`config.mk`:
```
export PLATFORM = sky130hd
export DESIGN_NAME = sfia_bridge
export DESIGN_NICKNAME = d
export VERILOG_FILES = /design/src/core/sfia_pkg.sv /design/src/core/sfia_window_map.sv /design/src/core/sfia_bridge.sv
export SDC_FILE = /design/constraint.sdc
export NUM_CORES = 1
export LEC_CHECK = 0
export BUFFER_PORTS_ARGS = -buffer_cell sky130_fd_sc_hd__buf_2
export CORE_ASPECT_RATIO = 1.4
export CORE_MARGIN = 1
export CORE_UTILIZATION = 35
export CTS_CLUSTER_DIAMETER = 150
export DETAILED_ROUTE_END_ITERATION = 7
export HOLD_SLACK_MARGIN = 0.1
export PLACE_DENSITY = 0.67
export SYNTH_ARGS = -nofsm -noshare
export SYNTH_HDL_FRONTEND = slang
export SYNTH_SLANG_ARGS = --single-unit
```
`constraint.sdc`:
```
create_clock -name i_sys_clk -period 5.3 [get_ports i_sys_clk]
set_input_delay 0.795 -clock i_sys_clk [delete_from_list [all_inputs] [get_ports i_sys_clk]]
set_output_delay 0.795 -clock i_sys_clk [all_outputs]
set_load 0.02 [all_outputs]
```
`src/core/sfia_pkg.sv`:
```
// package: register map, command fields and timing for the fabric indirect access bridge
`default_nettype none
package sfia_pkg;
	localparam logic [7:0] ADDR_CMD        = 8'h00;
	localparam logic [7:0] ADDR_DATA       = 8'h04;
	localparam logic [7:0] ADDR_MAC_LO     = 8'h08;
	localparam logic [7:0] ADDR_MAC_HI     = 8'h0C;
	localparam logic [7:0] ADDR_FC_BASE    = 8'h10;
	localparam logic [7:0] ADDR_WIN_BASE   = 8'h80;
	localparam logic [7:0] ADDR_WIN_MASK   = 8'h80;
	localparam int         CMD_BUSY_BIT    = 31;
	localparam int         CMD_RNW_BIT     = 30;
	localparam int         CMD_INC_BIT     = 29;
	localparam int         CMD_DEC_BIT     = 28;
	localparam int         CMD_BE_LSB      = 16;
	localparam logic [3:0] ALL_LANES       = 4'hF;
	localparam logic [31:0] CMD_RESET      = 32'h0000_0000;
	localparam logic [31:0] DATA_RESET     = 32'h0000_0000;
	localparam logic [31:0] RD_UNMAPPED    = 32'h0000_0000;
	localparam int         FABRIC_LAT_NS   = 30;
	localparam int         CLK_PERIOD_NS   = 10;
	localparam int         FABRIC_LAT_CYC  = (FABRIC_LAT_NS + CLK_PERIOD_NS - 1) / CLK_PERIOD_NS;
	typedef enum logic [2:0]
	{
		SFIA_IDLE = 3'b001,
		SFIA_REQ  = 3'b010,
		SFIA_WAIT = 3'b100
	} sfia_state_type;
endpackage
`default_nettype wire

```
`src/core/sfia_window_map.sv`:
```
// direct-window offset to fabric register address table, registered output
`default_nettype none
module sfia_window_map
(
	input  wire logic        i_sys_clk,
	input  wire logic        i_rst_b,
	input  wire logic [4:0]  i_slot,
	output logic      [15:0] o_fabric_addr
);
	import sfia_pkg::*;

	// only a fixed subset of fabric registers is reachable through the window
	function automatic logic [15:0] map_slot(input logic [4:0] s);
		logic [15:0] a;
		a = 16'h0000;
		if (s < 5'h08)
			a = {11'h000, s};
		else if (s < 5'h10)
			a = 16'h0400 + {11'h000, s - 5'h08};
		else if (s < 5'h18)
			a = 16'h0800 + {11'h000, s - 5'h10};
		else
			a = 16'h0C00 + {11'h000, s - 5'h18};
		return a;
	endfunction

	always_ff @(posedge i_sys_clk or negedge i_rst_b)
	begin
		if (!i_rst_b)
			o_fabric_addr <= 16'h0000;
		else
			o_fabric_addr <= map_slot(i_slot);
	end
endmodule
`default_nettype wire

```
`src/core/sfia_bridge.sv`:
```
// top: host-facing indirect access bridge to the switch fabric register space
// What this block does
// - busy held until transfer finishes
// - write done steps address up/down
// - window write loads address, lanes, busy
// - window maps a fixed subset only
// - read data stored on the same edge that busy clears
// - auto-step data read launches next read
// - flow control, command, data, MAC mapped
// - indirect path reaches all fabric registers
`default_nettype none
module sfia_bridge
#(
	parameter int PORTS = 3
)
(
	input  wire logic        i_sys_clk,
	input  wire logic        i_rst_b,
	input  wire logic [7:0]  i_reg_addr,
	input  wire logic [31:0] i_reg_wdata,
	input  wire logic        i_reg_wr,
	input  wire logic        i_reg_rd,
	output logic      [31:0] o_reg_rdata,
	output logic             o_fab_req,
	output logic             o_fab_rnw,
	output logic      [15:0] o_fab_addr,
	output logic      [3:0]  o_fab_be,
	output logic      [31:0] o_fab_wdata,
	input  wire logic        i_fab_ack,
	input  wire logic [31:0] i_fab_rdata,
	output logic      [47:0] o_mac_addr,
	output logic      [3*PORTS-1:0] o_manual_fc
);
	import sfia_pkg::*;

	typedef struct packed
	{
		sfia_state_type     st;
		logic [31:0]        cmd;
		logic [31:0]        data;
		logic [31:0]        rdata;
		logic               req;
		logic               win_pend;
		logic [47:0]        mac;
		logic [3*PORTS-1:0] fc;
	} sfia_regs_type;

	sfia_regs_type r, n;
	logic [15:0]   win_addr;

	sfia_window_map u_map
	(
		.i_sys_clk     (i_sys_clk),
		.i_rst_b       (i_rst_b),
		.i_slot        (i_reg_addr[6:2]),
		.o_fabric_addr (win_addr)
	);

	wire logic busy    = r.cmd[CMD_BUSY_BIT];
	wire logic step_up = r.cmd[CMD_INC_BIT];
	wire logic step_dn = r.cmd[CMD_DEC_BIT];
	wire logic is_win  = (i_reg_addr & ADDR_WIN_MASK) == ADDR_WIN_BASE;

	function automatic logic [31:0] stepped(input logic [31:0] c, input logic up, input logic dn);
		logic [31:0] o;
		o = c;
		if (up)
			o[15:0] = c[15:0] + 16'h0001;
		else if (dn)
			o[15:0] = c[15:0] - 16'h0001;
		return o;
	endfunction

	always_comb
	begin
		n = r;
		n.rdata = RD_UNMAPPED;
		// register reads; data read in read auto-step launches the next read
		if (i_reg_rd)
		begin
			if (i_reg_addr == ADDR_CMD)
				n.rdata = r.cmd;
			else if (i_reg_addr == ADDR_DATA)
			begin
				n.rdata = r.data;
				if (!busy && r.cmd[CMD_RNW_BIT] && (step_up || step_dn))
				begin
					n.cmd = stepped(r.cmd, step_up, step_dn);
					n.cmd[CMD_BUSY_BIT] = 1'b1;
				end
			end
			else if (i_reg_addr == ADDR_MAC_LO)
				n.rdata = r.mac[31:0];
			else if (i_reg_addr == ADDR_MAC_HI)
				n.rdata = {16'h0000, r.mac[47:32]};
			else if (i_reg_addr >= ADDR_FC_BASE && i_reg_addr < ADDR_FC_BASE + 8'(4 * PORTS))
				n.rdata = {29'h0, r.fc[3*((i_reg_addr - ADDR_FC_BASE) >> 2) +: 3]};
		end
		// writes are only honoured when idle; busy-time writes are dropped
		if (i_reg_wr && !busy && !r.win_pend)
		begin
			if (i_reg_addr == ADDR_CMD)
				n.cmd = i_reg_wdata;
			else if (i_reg_addr == ADDR_DATA)
			begin
				n.data = i_reg_wdata;
				if (!r.cmd[CMD_RNW_BIT] && (step_up || step_dn))
					n.cmd[CMD_BUSY_BIT] = 1'b1;
			end
			else if (i_reg_addr == ADDR_MAC_LO)
				n.mac[31:0] = i_reg_wdata;
			else if (i_reg_addr == ADDR_MAC_HI)
				n.mac[47:32] = i_reg_wdata[15:0];
			else if (i_reg_addr >= ADDR_FC_BASE && i_reg_addr < ADDR_FC_BASE + 8'(4 * PORTS))
				n.fc[3*((i_reg_addr - ADDR_FC_BASE) >> 2) +: 3] = i_reg_wdata[2:0];
			else if (is_win)
			begin
				n.data = i_reg_wdata;
				n.win_pend = 1'b1;
			end
		end
		// table output is one cycle late, so the window command lands next cycle
		if (r.win_pend)
		begin
			n.win_pend = 1'b0;
			n.cmd[15:0] = win_addr;
			n.cmd[CMD_BE_LSB +: 4] = ALL_LANES;
			n.cmd[CMD_RNW_BIT] = 1'b0;
			n.cmd[CMD_INC_BIT] = 1'b0;
			n.cmd[CMD_DEC_BIT] = 1'b0;
			n.cmd[CMD_BUSY_BIT] = 1'b1;
		end
		n.req = 1'b0;
		case (r.st)
			SFIA_IDLE:
				if (busy)
				begin
					n.st  = SFIA_REQ;
					n.req = 1'b1;
				end
			SFIA_REQ:
				n.st = SFIA_WAIT;
			SFIA_WAIT:
				if (i_fab_ack)
				begin
					n.st = SFIA_IDLE;
					n.cmd[CMD_BUSY_BIT] = 1'b0;
					if (r.cmd[CMD_RNW_BIT])
						n.data = i_fab_rdata;
					else
						n.cmd = stepped(n.cmd, step_up, step_dn);
				end
			default:
				n.st = SFIA_IDLE;
		endcase
	end

	always_ff @(posedge i_sys_clk or negedge i_rst_b)
	begin
		if (!i_rst_b)
		begin
			r.st       <= SFIA_IDLE;
			r.cmd      <= CMD_RESET;
			r.data     <= DATA_RESET;
			r.rdata    <= RD_UNMAPPED;
			r.req      <= 1'b0;
			r.win_pend <= 1'b0;
			r.mac      <= 48'h0000_0000_0000;
			r.fc       <= '0;
		end
		else
			r <= n;
	end

	assign o_reg_rdata = r.rdata;
	assign o_fab_req   = r.req;
	assign o_fab_rnw   = r.cmd[CMD_RNW_BIT];
	assign o_fab_addr  = r.cmd[15:0];
	assign o_fab_be    = r.cmd[CMD_BE_LSB +: 4];
	assign o_fab_wdata = r.data;
	assign o_mac_addr  = r.mac;
	assign o_manual_fc = r.fc;

	a_busy_holds: assert property (@(posedge i_sys_clk) disable iff (!i_rst_b)
		(r.st == SFIA_WAIT && !i_fab_ack) |=> busy)
		else $error("busy dropped before ack");
	a_busy_clears: assert property (@(posedge i_sys_clk) disable iff (!i_rst_b)
		(r.st == SFIA_WAIT && i_fab_ack) |=> !busy)
		else $error("busy not cleared after ack");
	a_read_data: assert property (@(posedge i_sys_clk) disable iff (!i_rst_b)
		(r.st == SFIA_WAIT && i_fab_ack && o_fab_rnw) |=> (r.data == $past(i_fab_rdata)))
		else $error("read data not captured");
	a_write_step: assert property (@(posedge i_sys_clk) disable iff (!i_rst_b)
		(r.st == SFIA_WAIT && i_fab_ack && !o_fab_rnw && step_up) |=> (o_fab_addr == $past(o_fab_addr) + 16'h0001))
		else $error("address not stepped up after write");
	a_window_launch: assert property (@(posedge i_sys_clk) disable iff (!i_rst_b)
		(i_reg_wr && is_win && !busy && !r.win_pend) |=> ##1 (busy && !o_fab_rnw && o_fab_be == ALL_LANES))
		else $error("window write did not launch");
	a_window_data: assert property (@(posedge i_sys_clk) disable iff (!i_rst_b)
		(i_reg_wr && is_win && !busy && !r.win_pend) |=> (o_fab_wdata == $past(i_reg_wdata)))
		else $error("window data lost");
	a_read_restart: assert property (@(posedge i_sys_clk) disable iff (!i_rst_b)
		(i_reg_rd && i_reg_addr == ADDR_DATA && !busy && !r.win_pend && o_fab_rnw && (step_up || step_dn)) |=>
		(busy && o_fab_addr == ($past(step_up) ? $past(o_fab_addr) + 16'h0001 : $past(o_fab_addr) - 16'h0001)))
		else $error("auto read not restarted");
	a_req_launch: assert property (@(posedge i_sys_clk) disable iff (!i_rst_b)
		(r.st == SFIA_IDLE && busy) |=> o_fab_req ##1 !o_fab_req)
		else $error("fabric request not issued");
	c_single_read: cover property (@(posedge i_sys_clk) disable iff (!i_rst_b) (r.st == SFIA_WAIT && i_fab_ack && o_fab_rnw));
	c_auto_write: cover property (@(posedge i_sys_clk) disable iff (!i_rst_b) (r.st == SFIA_WAIT && i_fab_ack && !o_fab_rnw && step_up));
	c_window: cover property (@(posedge i_sys_clk) disable iff (!i_rst_b) (r.win_pend));
endmodule
`default_nettype wire

```
==> impl_metrics.env <==
export IMPL_power_leakage_nw=5.43
export IMPL_dpl_cell_area_sq_um=11300
export IMPL_synth_warnings=0
export IMPL_diodes=0
export IMPL_crit_arrival_ns=5.14
export IMPL_antenna_found_initial=0
export IMPL_dp_cells=1562
export IMPL_slew_headroom_pct=16.2
export IMPL_clockRootBuffer="clkbuf_16"
export IMPL_num_nets_final=1299
export IMPL_synth_top_area_share_pct=38.0
export IMPL_grt_pass1_vias=8698
export IMPL_worstPathMaxFanout=9
export IMPL_gp_congestion=0.913
export IMPL_port_buffer_count=219
export IMPL_rsz0062_at_grt="false"
export IMPL_drv_slew=0
export IMPL_cts_buffer_depth=2
export IMPL_critPathLaunchType="input port"
export IMPL_crit_type="input port to register"
export IMPL_clock_fmax_ghz=0.207
export IMPL_first_iter_violations=752
export IMPL_grt_max_degree=99
export IMPL_finalHoldViolations=0
export IMPL_hold_buffers=0
export IMPL_synth_ff_type="dfrtp_1"
export IMPL_initial_core_util_pct=35.8
export IMPL_tightest_slew_ns=1.25
export IMPL_io_pins=220
export IMPL_crit_required_ns=5.61
export IMPL_syn_inst=1135
export IMPL_area_growth_pct=10.3
export IMPL_fin_crit_sh_pct=91.0
export IMPL_ys_ff_latch=165
export IMPL_finalClockSkew_ns=0.0195
export IMPL_grt_ovfl_total=0
export IMPL_h_tree_depth=4
export IMPL_fin_util_pct=39.5
export IMPL_dieHeight_um=210
export IMPL_period_needed_ns=4.82
export IMPL_groute_usage_overall_pct=21.0
export IMPL_cts_tree="built"
export IMPL_dp_hpwl_um=24900
export IMPL_setup_tns_ns=0
export IMPL_fin_cells=1593
export IMPL_synth_largest_area_cell="dfrtp_1"
export IMPL_numCtsBuffers=17
export IMPL_drv_cap=0
export IMPL_synth_most_common_cell="dfrtp_1"
export IMPL_final_area_sq_um=11900
export IMPL_firstDrtPassIters=5
export IMPL_yosysUniqueCellTypes=85
export IMPL_power_density_nw_per_um2=348
export IMPL_drive_gt1_share_pct=30.1
export IMPL_ys_top_cells_by_count="dfrtp_1, buf_4, nand2_1"
export IMPL_detail_route_wl_per_cell_um=21.0
export IMPL_viasPerCell=5.67
export IMPL_synth_area_leaders="dfrtp_1, buf_4, mux2_2"
export IMPL_status="complete, no violations"
export IMPL_finalSetupViolations=0
export IMPL_grt_pass1_wl_um=50500
export IMPL_endpoint_kind="register"
export IMPL_synth_area_sq_um=10800
export IMPL_worst_ir_drop_vdd_mv=0.209
export IMPL_num_rows=75
export IMPL_postSynthAreaPerCell_sq_um=9.51
export IMPL_setup_slack_ns=0.478
export IMPL_rrSetupSlack_ns=1.69
export IMPL_clkTransAtPathRegs_ns=0.07
export IMPL_clkSinkCount=165
export IMPL_seq_area_frac_synth_pct=38.3
export IMPL_async_flop_share_pct=100
export IMPL_cts_repair_resize_count=0
export IMPL_dieArea_sq_um=31500
export IMPL_dieWidth_um=150
export IMPL_synth_edf_count=0
export IMPL_ant_nets=0
export IMPL_core_area_sq_um=30100
export IMPL_cts_setup_buffers=0
export IMPL_hold_class="input port to async pin"
export IMPL_insertion_delay_ns=0.44
export IMPL_wl_um=33400
export IMPL_via_count=9036
export IMPL_drc=0
export IMPL_dp_slack_ns=0.133
## cell type report
cell class                      count  area [sq um]
Sequential cell                   165          4130
Clock inverter                     13           170
Clock buffer                       18           439
Timing Repair Buffer              245          1310
Inverter                           27           101
Multi-Input combinational cell    740          5280
Tap cell                          385           482
Fill cell                        3027         18200
## state kept, by name, summed over array words and instances, names as in the netlist, named ones only
signal               count
o_mac_addr              48
o_fab_wdata             32
o_reg_rdata             32
o_fab_addr              16
r                       14
u_map.o_fabric_addr      7
o_fab_be                 4
busy                     1
o_fab_req                1
o_fab_rnw                1
## worst max-delay path, cell delays in order
cell and delay (ns):
buf_2 0.21, inv_1 0.12, ha_1 0.29, xor2_1 0.19
ha_1 0.35, inv_1 0.11, a211oi_1 0.36, mux2i_1 0.16
nand4bb_1 0.30, inv_1 0.17, nand2_1 0.07, ha_1 0.30
nor4b_1 0.30, nand3_1 0.16, nor4_1 0.49, o2111ai_1 0.19
a31oi_1 0.23, mux2_2 0.35
## layout by cell type (no fill, tap or decap), types with 26 or more instances in the layout
cell     synthesis  final
nand2_1        113    113
mux2_2          55     55
a21oi_1         27     27
inv_1           26     26
dfrtp_1        164    164
nor2_1          63     62
buf_2            3    218
o21ai_0         54     54
mux2i_1         43     43
## worst paths after layout
| kind | end | start | cells past startpoint |
|---|---|---|---|
| setup / recovery | register | i_reg_addr[4] | 18 |
| hold / removal | o_fab_wdata[14] | i_rst_b | 1 |
| setup reg to reg | o_fab_addr[15] | r[151] | 9 |
| hold reg to reg | r[147] | r[147] | 2 |
| max in group asynchronous | r[155] | i_rst_b | 2 |
| min in group i_sys_clk | r[147] | r[147] | 2 |
## per-stage QoR
step                hold slack (ns)  total power, mW
floorplan                     0.446             2.59
detailed placement            0.464             2.86
global placement              0.459             2.83
global route                  0.502             4.34
CTS                           0.481             4.17
finish                        0.473             4.15
## power by group
group          switching [mW]  internal (mW)
Combinational           0.747          0.430
Sequential              0.224           1.44
Clock                   0.549          0.761
Total                    1.52           2.63
## cells by family (layout without fill, tap and decap cells)
group / Yosys count / in the layout / synth area share (%)
XOR/XNOR: 36 / 36 / 3.06
AO/OA/AOI/OAI: 228 / 228 / 16.0
flip-flops: 165 / 165 / 38.3
multiplexers: 99 / 99 / 9.94
adder cells (fa/ha/maj): 26 / 26 / 3.08
buffers and inverters: 231 / 303 / 13.1
other: 1 / 2 / 0.0347
AND/OR/NAND/NOR: 349 / 349 / 16.5
## routing by layer
metal | share of wire [%] | global-route usage (%)
met1 | 38 | 25.0
met3 | 7.0 | 3.15
met5 | 0 | 0
met4 | 2.9 | 7.87
met2 | 52 | 37.6
(Power assumes the default switching activity.)
